**config.mk**
```make
export PLATFORM = sky130hd
export DESIGN_NAME = sdram_port
export DESIGN_NICKNAME = d
export VERILOG_FILES = /design/src/hdl/sdram_port_pkg.sv /design/src/hdl/sdram_port.sv
export SDC_FILE = /design/constraint.sdc
export NUM_CORES = 1
export LEC_CHECK = 0
export BUFFER_PORTS_ARGS = -buffer_cell sky130_fd_sc_hd__buf_2
export CORE_ASPECT_RATIO = 1.2
export CORE_MARGIN = 1.5
export CORE_UTILIZATION = 38
export CTS_CLUSTER_SIZE = 14
export DETAILED_ROUTE_END_ITERATION = 12
export PLACE_DENSITY = 0.75
export SYNTH_ARGS = -nofsm -noshare
export SYNTH_HDL_FRONTEND = slang
export SYNTH_SLANG_ARGS = --single-unit
```
**constraint.sdc**
```tcl
create_clock -name i_clk_sys -period 1.4 [get_ports i_clk_sys]
set_clock_uncertainty 0.05 [all_clocks]
set_input_delay 0.07 -clock i_clk_sys [delete_from_list [all_inputs] [get_ports i_clk_sys]]
set_output_delay 0.07 -clock i_clk_sys [all_outputs]
set_load 0.02 [all_outputs]
```
**src/hdl/sdram_port_pkg.sv**
```systemverilog
// sdram_port_pkg: constants and types shared by the external-port sdram/flyby block.
// assumes a single 10 MHz system clock; no software-visible registers.
package sdram_port_pkg;
   localparam int ADDR_W = 32;
   localparam int SPACE_HI = 31;
   localparam int SPACE_LO = 26;
   localparam logic [5:0] SDRAM_SPACE = 6'h01;
   localparam int DMA_CH = 4;
   localparam int CLK_MHZ = 10;
   // sdram command encodings {ras_n, cas_n, we_n}
   localparam logic [2:0] CMD_NOP = 3'h7;
   localparam logic [2:0] CMD_ACT = 3'h3;
   localparam logic [2:0] CMD_RD = 3'h5;
   localparam logic [2:0] CMD_WR = 3'h4;
   localparam logic [2:0] CMD_PRE = 3'h2;
   localparam logic [2:0] CMD_REF = 3'h1;
   localparam logic [2:0] CMD_MRS = 3'h0;
   typedef enum logic [2:0] {
      ST_IDLE = 3'h0,
      ST_ACT = 3'h1,
      ST_COL = 3'h3,
      ST_PRE = 3'h2,
      ST_SREF = 3'h6,
      ST_GRANT = 3'h7
   } port_state_e;
endpackage : sdram_port_pkg

```
**src/hdl/sdram_port.sv**
```systemverilog
// sdram_port: sdram command/strobe/mask generation, clock-enable and bus handover,
// and flyby dma strobes for external i/o devices.
// assumes a core-side request port on the same clock and async dma request pins.
//
// Behaviour
// - space select on sdram command cycles
// - only bus master drives space select
// - ras low marks row, else command
// - cas low marks column, else command
// - write strobe low write, high read
// - low mask only with cas, inactive reads
// - mask low word on odd 64-bit writes
// - mask high word even or 32-bit writes
// - separate address bit ten pin
// - clock gate low for self-refresh/suspend
// - handover keeps clock gate state; slaves release
// - flyby channel asserts strobe per transfer
// - i/o output enable only during flyby
// - four async requests start programmed channel
// - ignore requests on uninitialised channels
// - self-refresh before host grant; tristate in the grant cycle
`timescale 1ns/1ns
`default_nettype none
module sdram_port
   import sdram_port_pkg::*;
(
   input wire logic i_clk_sys, // system clock
   input wire logic i_rst_n, // sync reset, active low
   input wire logic i_is_master, // this device owns the cluster bus
   input wire logic i_bus64, // memory configured as 64-bit bus
   input wire logic i_req, // core access request
   input wire logic i_req_wr, // request is a write
   input wire logic [sdram_port_pkg::ADDR_W-1:0] i_req_addr, // word address
   input wire logic i_refresh, // issue auto refresh
   input wire logic i_suspend, // hold sdram in suspend
   input wire logic i_host_request, // host bus request, pin
   input wire logic [sdram_port_pkg::DMA_CH-1:0] i_external_dma_request_n, // async dma requests
   input wire logic [sdram_port_pkg::DMA_CH-1:0] i_ch_init, // channel initialised
   input wire logic [sdram_port_pkg::DMA_CH-1:0] i_ch_flyby, // channel in flyby mode
   output logic o_req_ack, // request accepted (combinational)
   output logic [sdram_port_pkg::DMA_CH-1:0] o_dma_start, // channel service pulse
   output logic o_sdram_space_select_n, // space select, active low
   output logic o_sdram_space_select_oe, // drive enable
   output logic o_ras_n, // row strobe
   output logic o_cas_n, // column strobe
   output logic o_sdram_write_strobe_n, // write enable
   output logic o_low_word_mask, // low data mask
   output logic o_high_word_mask, // high data mask
   output logic o_sdram_addr_bit_ten, // address bit 10
   output logic o_sdram_clock_gate, // sdram clock enable
   output logic o_sdram_clock_gate_oe, // clock gate drive enable
   output logic o_ctl_oe, // strobes/masks drive enable
   output logic o_flyby_n, // flyby strobe, active low
   output logic o_io_device_output_enable_n, // i/o device output enable
   output logic o_host_grant_n, // host grant, active low
   output logic o_host_grant_oe // host grant drive enable
);
   // ---------------------------------------------------------------
   // state
   // ---------------------------------------------------------------
   typedef struct packed {
      port_state_e st;
      logic [2:0] cmd;
      logic sel;
      logic low_word_mask;
      logic high_word_mask;
      logic a10;
      logic cke;
      logic wr;
      logic odd;
      logic flyby;
      // two-stage synchronisers and edge history for the request pins
      logic [DMA_CH-1:0] dreq_m;
      logic [DMA_CH-1:0] dreq_s;
      logic [DMA_CH-1:0] dreq_d;
      logic [DMA_CH-1:0] start;
      // host request pin, synchronised the same way
      logic hreq_m;
      logic hreq_s;
      logic grant;
   } state_s;

   state_s cur_r;
   state_s cur_nxt;
   logic hit;
   logic [DMA_CH-1:0] fly_req;

   // ---------------------------------------------------------------
   // request decode
   // ---------------------------------------------------------------
   logic idle_free;
   assign hit = i_req_addr[SPACE_HI:SPACE_LO] == SDRAM_SPACE;
   // an access is only taken when it can be issued at once, so a refused
   // request simply waits; suspend blocks it since the clock gate is low
   assign idle_free = cur_r.st == ST_IDLE && !cur_r.hreq_s && !i_refresh && !i_suspend;
   assign o_req_ack = i_req && hit && idle_free;
   // flyby only when some initialised flyby channel requests
   // limitation: a start pulse that meets no access is not kept, the device must ask again
   assign fly_req = cur_r.start & i_ch_flyby;

   // ---------------------------------------------------------------
   // next state
   // ---------------------------------------------------------------
   always_comb begin
      cur_nxt = cur_r;
      // ---------------------------------------------------------------
      // dma and host request capture
      // ---------------------------------------------------------------
      // first stage feeds only the second stage
      cur_nxt.dreq_m = ~i_external_dma_request_n;
      cur_nxt.dreq_s = cur_r.dreq_m;
      cur_nxt.dreq_d = cur_r.dreq_s;
      // rising edge of a request, masked by channel init
      cur_nxt.start = cur_r.dreq_s & ~cur_r.dreq_d & i_ch_init;
      cur_nxt.hreq_m = i_host_request;
      cur_nxt.hreq_s = cur_r.hreq_m;
      // ---------------------------------------------------------------
      // command sequencer
      // ---------------------------------------------------------------
      // every command lasts one cycle; nop is the resting code
      cur_nxt.cmd = CMD_NOP;
      cur_nxt.sel = 1'b0;
      cur_nxt.low_word_mask = 1'b0;
      cur_nxt.high_word_mask = 1'b0;
      cur_nxt.a10 = 1'b0;
      cur_nxt.flyby = 1'b0;
      unique case (cur_r.st)
         ST_IDLE: begin
            cur_nxt.cke = !i_suspend;
            if (cur_r.hreq_s) begin
               // enter self-refresh before handing the bus over
               cur_nxt.cmd = CMD_REF;
               cur_nxt.sel = 1'b1;
               cur_nxt.cke = 1'b0;
               cur_nxt.st = ST_SREF;
            end else if (i_refresh) begin
               // precharge all banks first, then auto refresh on the next cycle
               cur_nxt.cmd = CMD_PRE;
               cur_nxt.a10 = 1'b1;
               cur_nxt.sel = 1'b1;
               cur_nxt.st = ST_PRE;
            end else if (o_req_ack && !i_suspend) begin
               cur_nxt.cmd = CMD_ACT;
               cur_nxt.sel = 1'b1;
               cur_nxt.a10 = i_req_addr[10];
               cur_nxt.wr = i_req_wr;
               cur_nxt.odd = i_req_addr[0];
               cur_nxt.flyby = |fly_req;
               cur_nxt.st = ST_ACT;
            end
         end
         ST_ACT: begin
            cur_nxt.cmd = cur_r.wr ? CMD_WR : CMD_RD;
            cur_nxt.sel = 1'b1;
            cur_nxt.a10 = 1'b1; // auto precharge
            cur_nxt.flyby = cur_r.flyby;
            // masks ride with the column command so the memory sees them with cas
            cur_nxt.low_word_mask = cur_r.wr && i_bus64 && cur_r.odd;
            cur_nxt.high_word_mask = cur_r.wr && (!i_bus64 || !cur_r.odd);
            cur_nxt.st = ST_COL;
         end
         ST_COL: cur_nxt.st = ST_IDLE;
         ST_PRE: begin
            cur_nxt.cmd = CMD_REF;
            cur_nxt.sel = 1'b1;
            cur_nxt.st = ST_IDLE;
         end
         ST_SREF: begin
            // self-refresh entry has gone out; the host gets the bus one cycle later
            cur_nxt.grant = 1'b1;
            cur_nxt.st = ST_GRANT;
         end
         ST_GRANT: begin
            // grant held until host withdraws its request
            if (!cur_r.hreq_s) begin
               cur_nxt.grant = 1'b0;
               // the memory leaves self-refresh only once the host has let go
               cur_nxt.cke = 1'b1;
               cur_nxt.st = ST_IDLE;
            end
         end
         default: cur_nxt.st = ST_IDLE;
      endcase
      if (!i_rst_n) begin
         // synchronous reset overrides every branch above
         cur_nxt = '0;
         cur_nxt.st = ST_IDLE;
         cur_nxt.cmd = CMD_NOP;
         cur_nxt.cke = 1'b1;
      end
   end

   always_ff @(posedge i_clk_sys) begin
      cur_r <= cur_nxt;
   end

   // ---------------------------------------------------------------
   // pins
   // ---------------------------------------------------------------
   logic drive;
   // only the master drives, and never while the host holds the bus
   assign drive = i_is_master && cur_r.st != ST_GRANT;
   // a pin with its enable low still shows its register value here; the pad ring floats it
   assign o_dma_start = cur_r.start;
   assign o_sdram_space_select_n = !cur_r.sel;
   assign o_sdram_space_select_oe = drive;
   assign o_ras_n = cur_r.cmd[2];
   assign o_cas_n = cur_r.cmd[1];
   assign o_sdram_write_strobe_n = cur_r.cmd[0];
   assign o_low_word_mask = cur_r.low_word_mask;
   assign o_high_word_mask = cur_r.high_word_mask;
   assign o_sdram_addr_bit_ten = cur_r.a10;
   assign o_sdram_clock_gate = cur_r.cke;
   // master keeps the level (low in self-refresh) across handover
   assign o_sdram_clock_gate_oe = i_is_master;
   assign o_ctl_oe = drive;
   assign o_flyby_n = !cur_r.flyby;
   // the i/o device sources the data only when memory is written; on a
   // flyby read the memory drives the bus and the device must stay off
   assign o_io_device_output_enable_n = !(cur_r.flyby && cur_r.wr);
   assign o_host_grant_n = !cur_r.grant;
   assign o_host_grant_oe = i_is_master;
endmodule : sdram_port
`default_nettype wire

```
==> metrics, run 1 <==
status=finished with violations; Overflow after GRT=0; Worst Tran Pin Value=299 ps; Bufs and invs on worst path=3; clock root buffer=clkbuf_4; Finish-stage setup viols=8; initial antenna violation count=0; CP max stage cell=dfxtp_2; core area=3060 µm²; RSZ-0062 raised after global routing=true; net count after synthesis=175; GP Congestion=0.840; Mapped Cells=122; startpoint types=register; die area=3570 µm²; Setup TNS=-698 ps; fraction of registers with async set/reset=0; drt drc=0; count of antenna-violating nets left after detailed routing=0; Chip Width=54.8 µm; Layout area overhead=51.2%; hpwl dp=1790 µm; count of final hold-check violations=0; vias per std cell=4.77; Synth Flop Type=dfxtp_1; cell area after synthesis=1220 µm²; CTS tree=yes; Post-synth EDFFs=0; Crit path max-delay family=simple AND/OR/NAND/NOR gates; I/O Buffers=48; synth warn=0; Placed Instance Area=1510 µm²; Die Y=65.2 µm; Top cell by count, worst path=buf_6; Max-Slew Margin vs Limit=0.800; CTS buffer count=5; layout cell share with drive strength beyond 1=0.449; Clock Sinks=33; drt total wl=3020 µm; leakage=0.832 nW; worst-path fanout max=2; # H-tree levels=2; first-pass GRT wire length=4170 µm; R2R Setup Slk=-140 ps; post-synthesis cell type count=36; clk buf depth=2; clk_lat worst skew=320 ps; Sequential cell area=664 µm²; Post-synth top cells=dfxtp_1, nand2_1, and2_1; min Tclk post-route=1660 ps; critical path cell sequence=buf_6, nor4_4, nand4b_1, inv_2, buf_6; number of global-route vias before repair=1004; FF+latch count, synth=33; fillers=248; First-pass DRT Iterations=4; Tcrit/Tclk final=1.18; Synth top area share=0.539; Initial Utilization=0.401; critical path class=reg -> out; cell area power density=943 nW/µm²; n_diodes=0; HP Class=in -> reg; DR vias=1107; Worst path max stage delay=340 ps; count leader, synth=dfxtp_1; area of the multi-input gates=515 µm²; Final Cell Area=1850 µm²; largest net degree at the start of global routing=16; Row Count=22; Required @ worst endpoint=1280 ps; crit path DAT=1540 ps; Worst Setup End Kind=output pin; top post-synthesis cells by area=dfxtp_1, and2_1, buf_4; failing checks=negative setup slack; max-slew violations=0; Yosys top cell by area=dfxtp_1; initial DRC count=23; Layout Nets=248; sequential fraction of the synthesis area=0.539; I/O Pins=73; all-layer global routing usage=0.160; per-cell routed wire length=13.0 µm; Clk pin slew, worst setup/hold paths=90 ps; Max-Cap Viols=0; worst setup margin=-258 ps; Avg Cell Area, Syn=10.0 µm²; Max VDD drop=0.000669 V; achievable clock frequency=603 MHz
[per-stage QoR]
step	std cells	utilization	total power [W]	setup slack, ps	hold slack [ps]
detailed placement	203	0.495	0.00121	-21.8	176
floorplan	122	-	0.00112	26.0	86.7
CTS	229	0.579	0.00174	-178	43.2
global route	232	0.606	0.00183	-334	60.3
finish	232	0.606	0.00175	-258	62.9
global placement	203	0.495	0.00120	11.4	174
[worst paths after layout]
kind,cells after the start,from,endpoint
setup / recovery,5,cur_r[1],o_req_ack
hold reg to reg,1,cur_r[2],cur_r[1]
hold / removal,3,i_refresh,o_sdram_addr_bit_ten
setup reg to reg,5,cur_r[1],cur_r[30]
[report_power, final]
part           internal, W  switching [W]  total (W)
Clock             0.000189       0.000297   0.000486
Combinational     0.000142       0.000133   0.000275
Sequential        0.000974      0.0000104   0.000984
Total              0.00131       0.000441    0.00175
[kinds of logic (layout without fill, tap and decap cells)]
kind of cell	count (synthesis)	count (layout)	share of synthesized area
compound gates	21	21	0.127
buf+inv	21	95	0.0899
mux	2	2	0.0163
simple gates	45	45	0.228
flops	33	33	0.539
[cells in the final DEF (no fill, tap or decap), types with 3 or more instances in the layout]
cell type	instances
and2_1	10
nand2_1	11
clkbuf_4	5
inv_1	6
a21oi_1	5
and3b_1	4
dfxtp_1	30
buf_6	7
buf_4	13
dlygate4sd3_1	14
nor2_1	6
buf_2	45
dfxtp_2	3
[worst min-delay path, cell delays in order]
cell and delay, ps:
buf_2 150, a31oi_1 70, o21bai_1 110
[state kept, by name, indices dropped and copies added (netlist names)]
name,cells
o_dma_start,4
o_sdram_clock_gate,1
cur_r,22
o_high_word_mask,1
o_sdram_addr_bit_ten,1
o_cas_n,1
o_low_word_mask,1
o_ras_n,1
o_sdram_write_strobe_n,1
[final cells by class]
| type | count | share of cell area |
|---|---|---|
| Tap cell | 36 | 0.0243 |
| Inverter | 8 | 0.0162 |
| Sequential cell | 33 | 0.359 |
| Clock inverter | 3 | 0.00946 |
| Multi-Input combinational cell | 68 | 0.278 |
| Clock buffer | 5 | 0.0203 |
| Timing Repair Buffer | 79 | 0.293 |
[per-layer routing]
metal,track usage,part of all wire
met5,0,0
met3,0.0500,0.039
met4,0.0563,0.018
met2,0.287,0.53
met1,0.167,0.42
[repair_timing]
item,CTS,global route
pin swaps,3,6
endpoints found under the setup margin,10,14
hold buffers,14,0
resized for setup,9,12
endpoints found under the hold margin,14,0
setup buffers,4,5
Power figures use the tool's default switching activity.
==> run 2: changes to the inputs <==
--- a/config.mk
+++ b/config.mk
@@ -7,7 +7,7 @@
 export LEC_CHECK = 0
 export BUFFER_PORTS_ARGS = -buffer_cell sky130_fd_sc_hd__buf_2
 export CORE_ASPECT_RATIO = 1.2
-export CORE_MARGIN = 1.5
+export CORE_MARGIN = 2
 export CORE_UTILIZATION = 38
 export CTS_CLUSTER_SIZE = 14
 export DETAILED_ROUTE_END_ITERATION = 12
==> run 2 against run 1 <==
The flow still finishes with violations (negative setup slack). Clock power rose by 47%. Worst setup slack improved by 8.3 ps. Routed wire length fell by 1.1%. Combinational power is 4% lower. Non-clock buffer count unchanged. Critical endpoint is now o_ras_n. Global-route usage decreased by 0.77 points. Sequential share of layout area shrank 0.67 points. First-iteration DRC count rose by 26%. Die area grew 3.4%. Flip-flop and latch count is the same.
==> metrics, run 2 (synthesis results as in run 1) <==
First-pass DRT Iterations=4 (unchanged); # H-tree levels=2 (unchanged); Layout Nets=248 (unchanged); leakage=0.848 nW (+1.9%); Die Y=66.2 µm (+1.5%); clock root buffer=clkbuf_4; critical path class=reg -> reg; Largest Register=cur_r; Required @ worst endpoint=1630 ps (+350 ps); drt drc=0 (unchanged); core area=3080 µm² (+0.90%); largest net degree at the start of global routing=16 (unchanged); failing checks=negative setup slack; commonest non-fill, non-tap cell in the layout=buf_2; Tcrit/Tclk final=1.18 (-0.00594); Initial Utilization=0.397 (-0.00358); area of the multi-input gates=520 µm² (+0.97%); Row Count=22 (unchanged); worst setup margin=-250 ps (+8.32 ps); cell area power density=1040 nW/µm² (+10%); CP max stage cell=or4_4; fillers=257 (+3.6%); status=finished with violations; Finish-stage setup viols=12 (+4); Max VDD drop=0.000739 V (+11%); n_diodes=0 (unchanged); CTS tree=yes; Overflow after GRT=0 (unchanged); HP Class=in -> reg; max reg flops=22 (unchanged); I/O Buffers=48 (unchanged); Sequential cell area=664 µm² (unchanged); commonest non-fill, non-tap cells in the layout=buf_2, dfxtp_1, dlygate4sd3_1, buf_4, nand2_1; min Tclk post-route=1650 ps (-8.32 ps); GP Congestion=0.836 (-0.50%); RSZ-0062 raised after global routing=true; Hold Slack=28.1 ps (-34.8 ps); CTS buffer count=5 (unchanged); Worst Setup End Kind=register; Chip Width=55.8 µm (+1.8%); first-pass GRT wire length=4350 µm (+4.1%); Layout area overhead=54.0%; count of final hold-check violations=0 (unchanged); startpoint types=register; DR vias=1132 (+2.3%); max-slew violations=0 (unchanged); Max-Slew Margin vs Limit=0.778 (-0.0223); Worst path max stage delay=430 ps (+90 ps); vias per std cell=4.88 (+2.3%); crit path DAT=1880 ps (+340 ps); Max-Cap Viols=0 (unchanged); clk_lat worst skew=340 ps (+20 ps); initial antenna violation count=0 (unchanged); hpwl dp=1840 µm (+2.8%); layout cell share with drive strength beyond 1=0.459 (+0.0102); Clk pin slew, worst setup/hold paths=120 ps (+30 ps); clk buf depth=2 (unchanged); count of antenna-violating nets left after detailed routing=0 (unchanged); initial DRC count=29 (+26%); Clock Sinks=33 (unchanged); per-cell routed wire length=12.9 µm (-1.1%); worst-path fanout max=5 (+3); drt total wl=2990 µm (-1.1%); all-layer global routing usage=0.152 (-0.00769); critical path cell sequence=buf_4, buf_6, or4_4, a211oi_4, or4_1; die area=3700 µm² (+3.4%); achievable clock frequency=606 MHz (+0.50%); R2R Setup Slk=-250 ps (-110 ps); number of global-route vias before repair=1024 (+2.0%); I/O Pins=73 (unchanged); Worst Tran Pin Value=332 ps (+33.1 ps); dpl ws=-60.6 ps (-38.8 ps)
==> run 2: layout make-up <==
cell class	instances	share of cell area
flip-flops and latches	33	0.352
repair buffers	79	0.288
multi-input cells	68	0.276
clock inverters	3	0.0245
well taps	36	0.0239
clock buffers	5	0.0199
inverters	8	0.0159
==> run 2: per-layer routing <==
| layer | global-route usage | part of all wire | routed length (µm) |
|---|---|---|---|
| met5 | 0 | 0 | 0 |
| met4 | 0.101 | 0.036 | 108 |
| met3 | 0.0391 | 0.056 | 167 |
| met2 | 0.269 | 0.52 | 1550 |
| met1 | 0.160 | 0.39 | 1160 |
==> run 2: worst paths after layout <==
check / start / endpoint / cells past startpoint
worst max-delay path: cur_r[30] / o_ras_n / 5
worst min-delay path: i_req_addr[10] / o_sdram_addr_bit_ten / 3
worst max register to register: cur_r[30] / o_ras_n / 5
worst min register to register: cur_r[16] / cur_r[12] / 1
==> run 2: repair_timing <==
action                                 4_1_cts  5_1_grt
pin swaps                                    4        7
setup endpoints to repair                    9       14
gates resized for setup                      8       15
endpoints found under the hold margin       14        0
hold buffers                                13        0
buffers inserted                             5        4
==> run 2: critical path, delay by kind of cell (launching register included) <==
kind | cells | cell delay, ps
buffers and inverters | 2 | 240
AND/OR/NAND/NOR | 2 | 600
flip-flops | 1 | 350
AO/OA/AOI/OAI | 1 | 350
==> run 2: per-stage QoR <==
step	cell area, µm²	power [W]	std cells	setup TNS (ps)	util
floorplan	1230	0.00112	122	0	-
global placement	1500	0.00120	202	0	0.488
detailed placement	1500	0.00120	202	-188	0.488
CTS	1790	0.00195	228	-815	0.579
global route	1890	0.00203	232	-2330	0.612
finish	1890	0.00197	232	-1800	0.612
==> run 2: power by group <==
group          switching [W]  internal (W)  leakage [nW]
clock network       0.000338      0.000378        0.0414
registers          0.0000102      0.000975         0.272
logic               0.000129      0.000135         0.535
total               0.000478       0.00149         0.848
==> run 3: changes to the inputs <==
--- a/config.mk
+++ b/config.mk
@@ -11,6 +11,7 @@
 export CORE_UTILIZATION = 38
 export CTS_CLUSTER_SIZE = 14
 export DETAILED_ROUTE_END_ITERATION = 12
+export MAX_ROUTING_LAYER = met4
 export PLACE_DENSITY = 0.75
 export SYNTH_ARGS = -nofsm -noshare
 export SYNTH_HDL_FRONTEND = slang
==> run 3 against run 2 <==
The run still ends with negative setup slack left. Total power shrank 0.77%. Clock power shrank 2%. Sequential power is essentially flat. Non-clock buffer count is the same. Routed wire length shrank 4.5%. Critical path type is now reg -> out.
==> metrics, run 3 (synthesis results as in run 1) <==
CTS tree=yes; initial DRC count=11 (-62%); status=finished with violations; n_diodes=0 (unchanged); startpoint types=register; I/O Pins=73 (unchanged); worst hold path endpoint=o_sdram_addr_bit_ten; worst-path fanout max=5 (unchanged); clock power share=0.361 (-0.003); Worst Setup End Kind=output pin; first-pass GRT wire length=4380 µm (+0.78%); drt total wl=2850 µm (-4.5%); First-pass DRT Iterations=4 (unchanged); P_int=0.00149 W (about the same); part of the power in registers=0.505 (+0.004); Initial Utilization=0.397 (unchanged); Chip Width=55.8 µm (unchanged); commonest non-fill, non-tap cell in the layout=buf_2; Inst Count DP=202 (unchanged); DR vias=1114 (-1.6%); RSZ-0062 raised after global routing=true; r2r worst-path depth=6 (+1); # H-tree levels=2 (unchanged); Worst path max stage delay=350 ps (-80 ps); max-slew violations=0 (unchanged); Tcrit/Tclk final=1.21 (+0.0275); die area=3700 µm² (unchanged); min Tclk post-route=1690 ps (+38.5 ps); overall power=0.00195 W (-0.77%); R2R Setup Slk=-260 ps (about the same); Overflow after GRT=0 (unchanged); CTS buffer count=5 (unchanged); cell area power density=1050 nW/µm² (+0.77%); dpl ws=-25.4 ps (+35.2 ps); NetSw=0.000462 W (-3.4%); critical path cell sequence=buf_6, nor4_4, nand4b_1, inv_2, buf_6; Layout area overhead=51.7%; M2 GR Usage=0.280 (+0.0104); Row Count=22 (unchanged); CP max stage cell=dfxtp_2; GRT busiest layer=met2; Finish-stage setup viols=9 (-3); count of antenna-violating nets left after detailed routing=0 (unchanged); vias per std cell=4.80 (-1.6%); drt drc=0 (unchanged); Core Util, Final=0.603 (-0.00933); core area=3080 µm² (unchanged); I/O Buffers=48 (unchanged); GP Congestion=0.848 (+1.5%); origin of the critical flop-to-flop path=cur_r[30]; critical path class=reg -> out; hpwl dp=1850 µm (+0.44%); initial antenna violation count=0 (unchanged); Die Y=66.2 µm (unchanged); Clock Sinks=33 (unchanged); switching share of power=0.237 (-0.00640); clk_lat worst skew=330 ps (about the same); count of final hold-check violations=0 (unchanged); Layout Nets=248 (unchanged); achievable clock frequency=592 MHz (-2.3%); HP Class=in -> reg; Max-Cap Viols=0 (unchanged); worst hold stages=3 (unchanged); Top cell by count, worst path=buf_6; clock root buffer=clkbuf_4; crit path DAT=1570 ps (-310 ps); number of global-route vias before repair=1080 (+5.5%); Worst Hold Launch=i_refresh; met1 Use GR=0.151 (-0.00933); failing checks=negative setup slack; all-layer global routing usage=0.160 (+0.00765); layout cell share with drive strength beyond 1=0.444 (-0.0153); Largest Register=cur_r; Placed Instance Area=1500 µm² (unchanged); clk buf depth=2 (unchanged); Final Non-Filler Cells=232 (unchanged); combinational power share=0.134 (about the same); Worst Tran Pin Value=322 ps (-9.65 ps); commonest non-fill, non-tap cells in the layout=buf_2, dfxtp_1, dlygate4sd3_1, buf_4, nand2_1; Max VDD drop=0.000778 V (+5.2%); Required @ worst endpoint=1280 ps (-350 ps); R2R Path End=cur_r[30]; max reg flops=22 (unchanged); Max-Slew Margin vs Limit=0.782 (+0.00406); Final Cell Area=1860 µm² (-1.5%); worst setup margin=-289 ps (-38.5 ps); largest net degree at the start of global routing=16 (unchanged); per-cell routed wire length=12.3 µm (-4.5%); Clk pin slew, worst setup/hold paths=100 ps (-20 ps); met3 Use GR=0.0509 (+0.0117); leakage=0.840 nW (-0.96%)
run 3: repair_timing:
action                                  4_1_cts  5_1_grt
resized for setup                            10        7
hold buffers                                 14        0
buffers inserted                              4        5
hold endpoints to repair                     15        0
endpoints found under the setup margin        9       13
pin swaps                                     4        4
run 3: layer usage:
layer | share of wire | vias up
li1 | - | 556
met1 | 0.40 | 515
met2 | 0.52 | 32
met3 | 0.043 | 11
met4 | 0.036 | 0
met5 | 0 | -
run 3: critical path, delay by kind of cell, from the launching register on:
kind          cells  cell delay, ps
flops             1             350
buf+inv           3             380
simple gates      2             520
run 3: area by class of cell:
type                    count  area, µm²
well taps                  36       45.0
clock inverters             3       46.3
inverters                   8       30.0
flip-flops and latches     33        663
repair buffers             79        538
fillers                   251       1220
multi-input cells          68        498
clock buffers               5       37.5
run 3: worst max path at each step:
| stage | slack, ps | endpoint | cells after the start | from |
|---|---|---|---|---|
| final | -290 | o_req_ack | 5 | cur_r[30] |
| after global routing | -330 | o_req_ack | 5 | cur_r[30] |
| after CTS | -240 | o_req_ack | 5 | cur_r[1] |
| after detailed placement | -30 | cur_r[31] | 3 | cur_r[32] |
| after global placement | 0.3 | cur_r[30] | 3 | cur_r[32] |
| after floorplan | 30 | cur_r[30] | 3 | cur_r[30] |
run 3: power groups by stage:
stage                     sequential, W  combinational [W]  clock, W
after floorplan                 0.00102           0.000105         0
after global placement          0.00100           0.000195         0
after detailed placement        0.00101           0.000200         0
after CTS                      0.000984           0.000242  0.000719
after global routing           0.000989           0.000282  0.000762
final                          0.000984           0.000261  0.000705
run 3: stage by stage:
step | hold slack [ps] | setup TNS, ps
2_1_floorplan | 86.7 | 0
3_3_place_gp | 174 | 0
3_5_place_dp | 175 | -36.3
4_1_cts | 40.5 | -925
5_1_grt | 68.4 | -2230
6_report | 60.4 | -1740
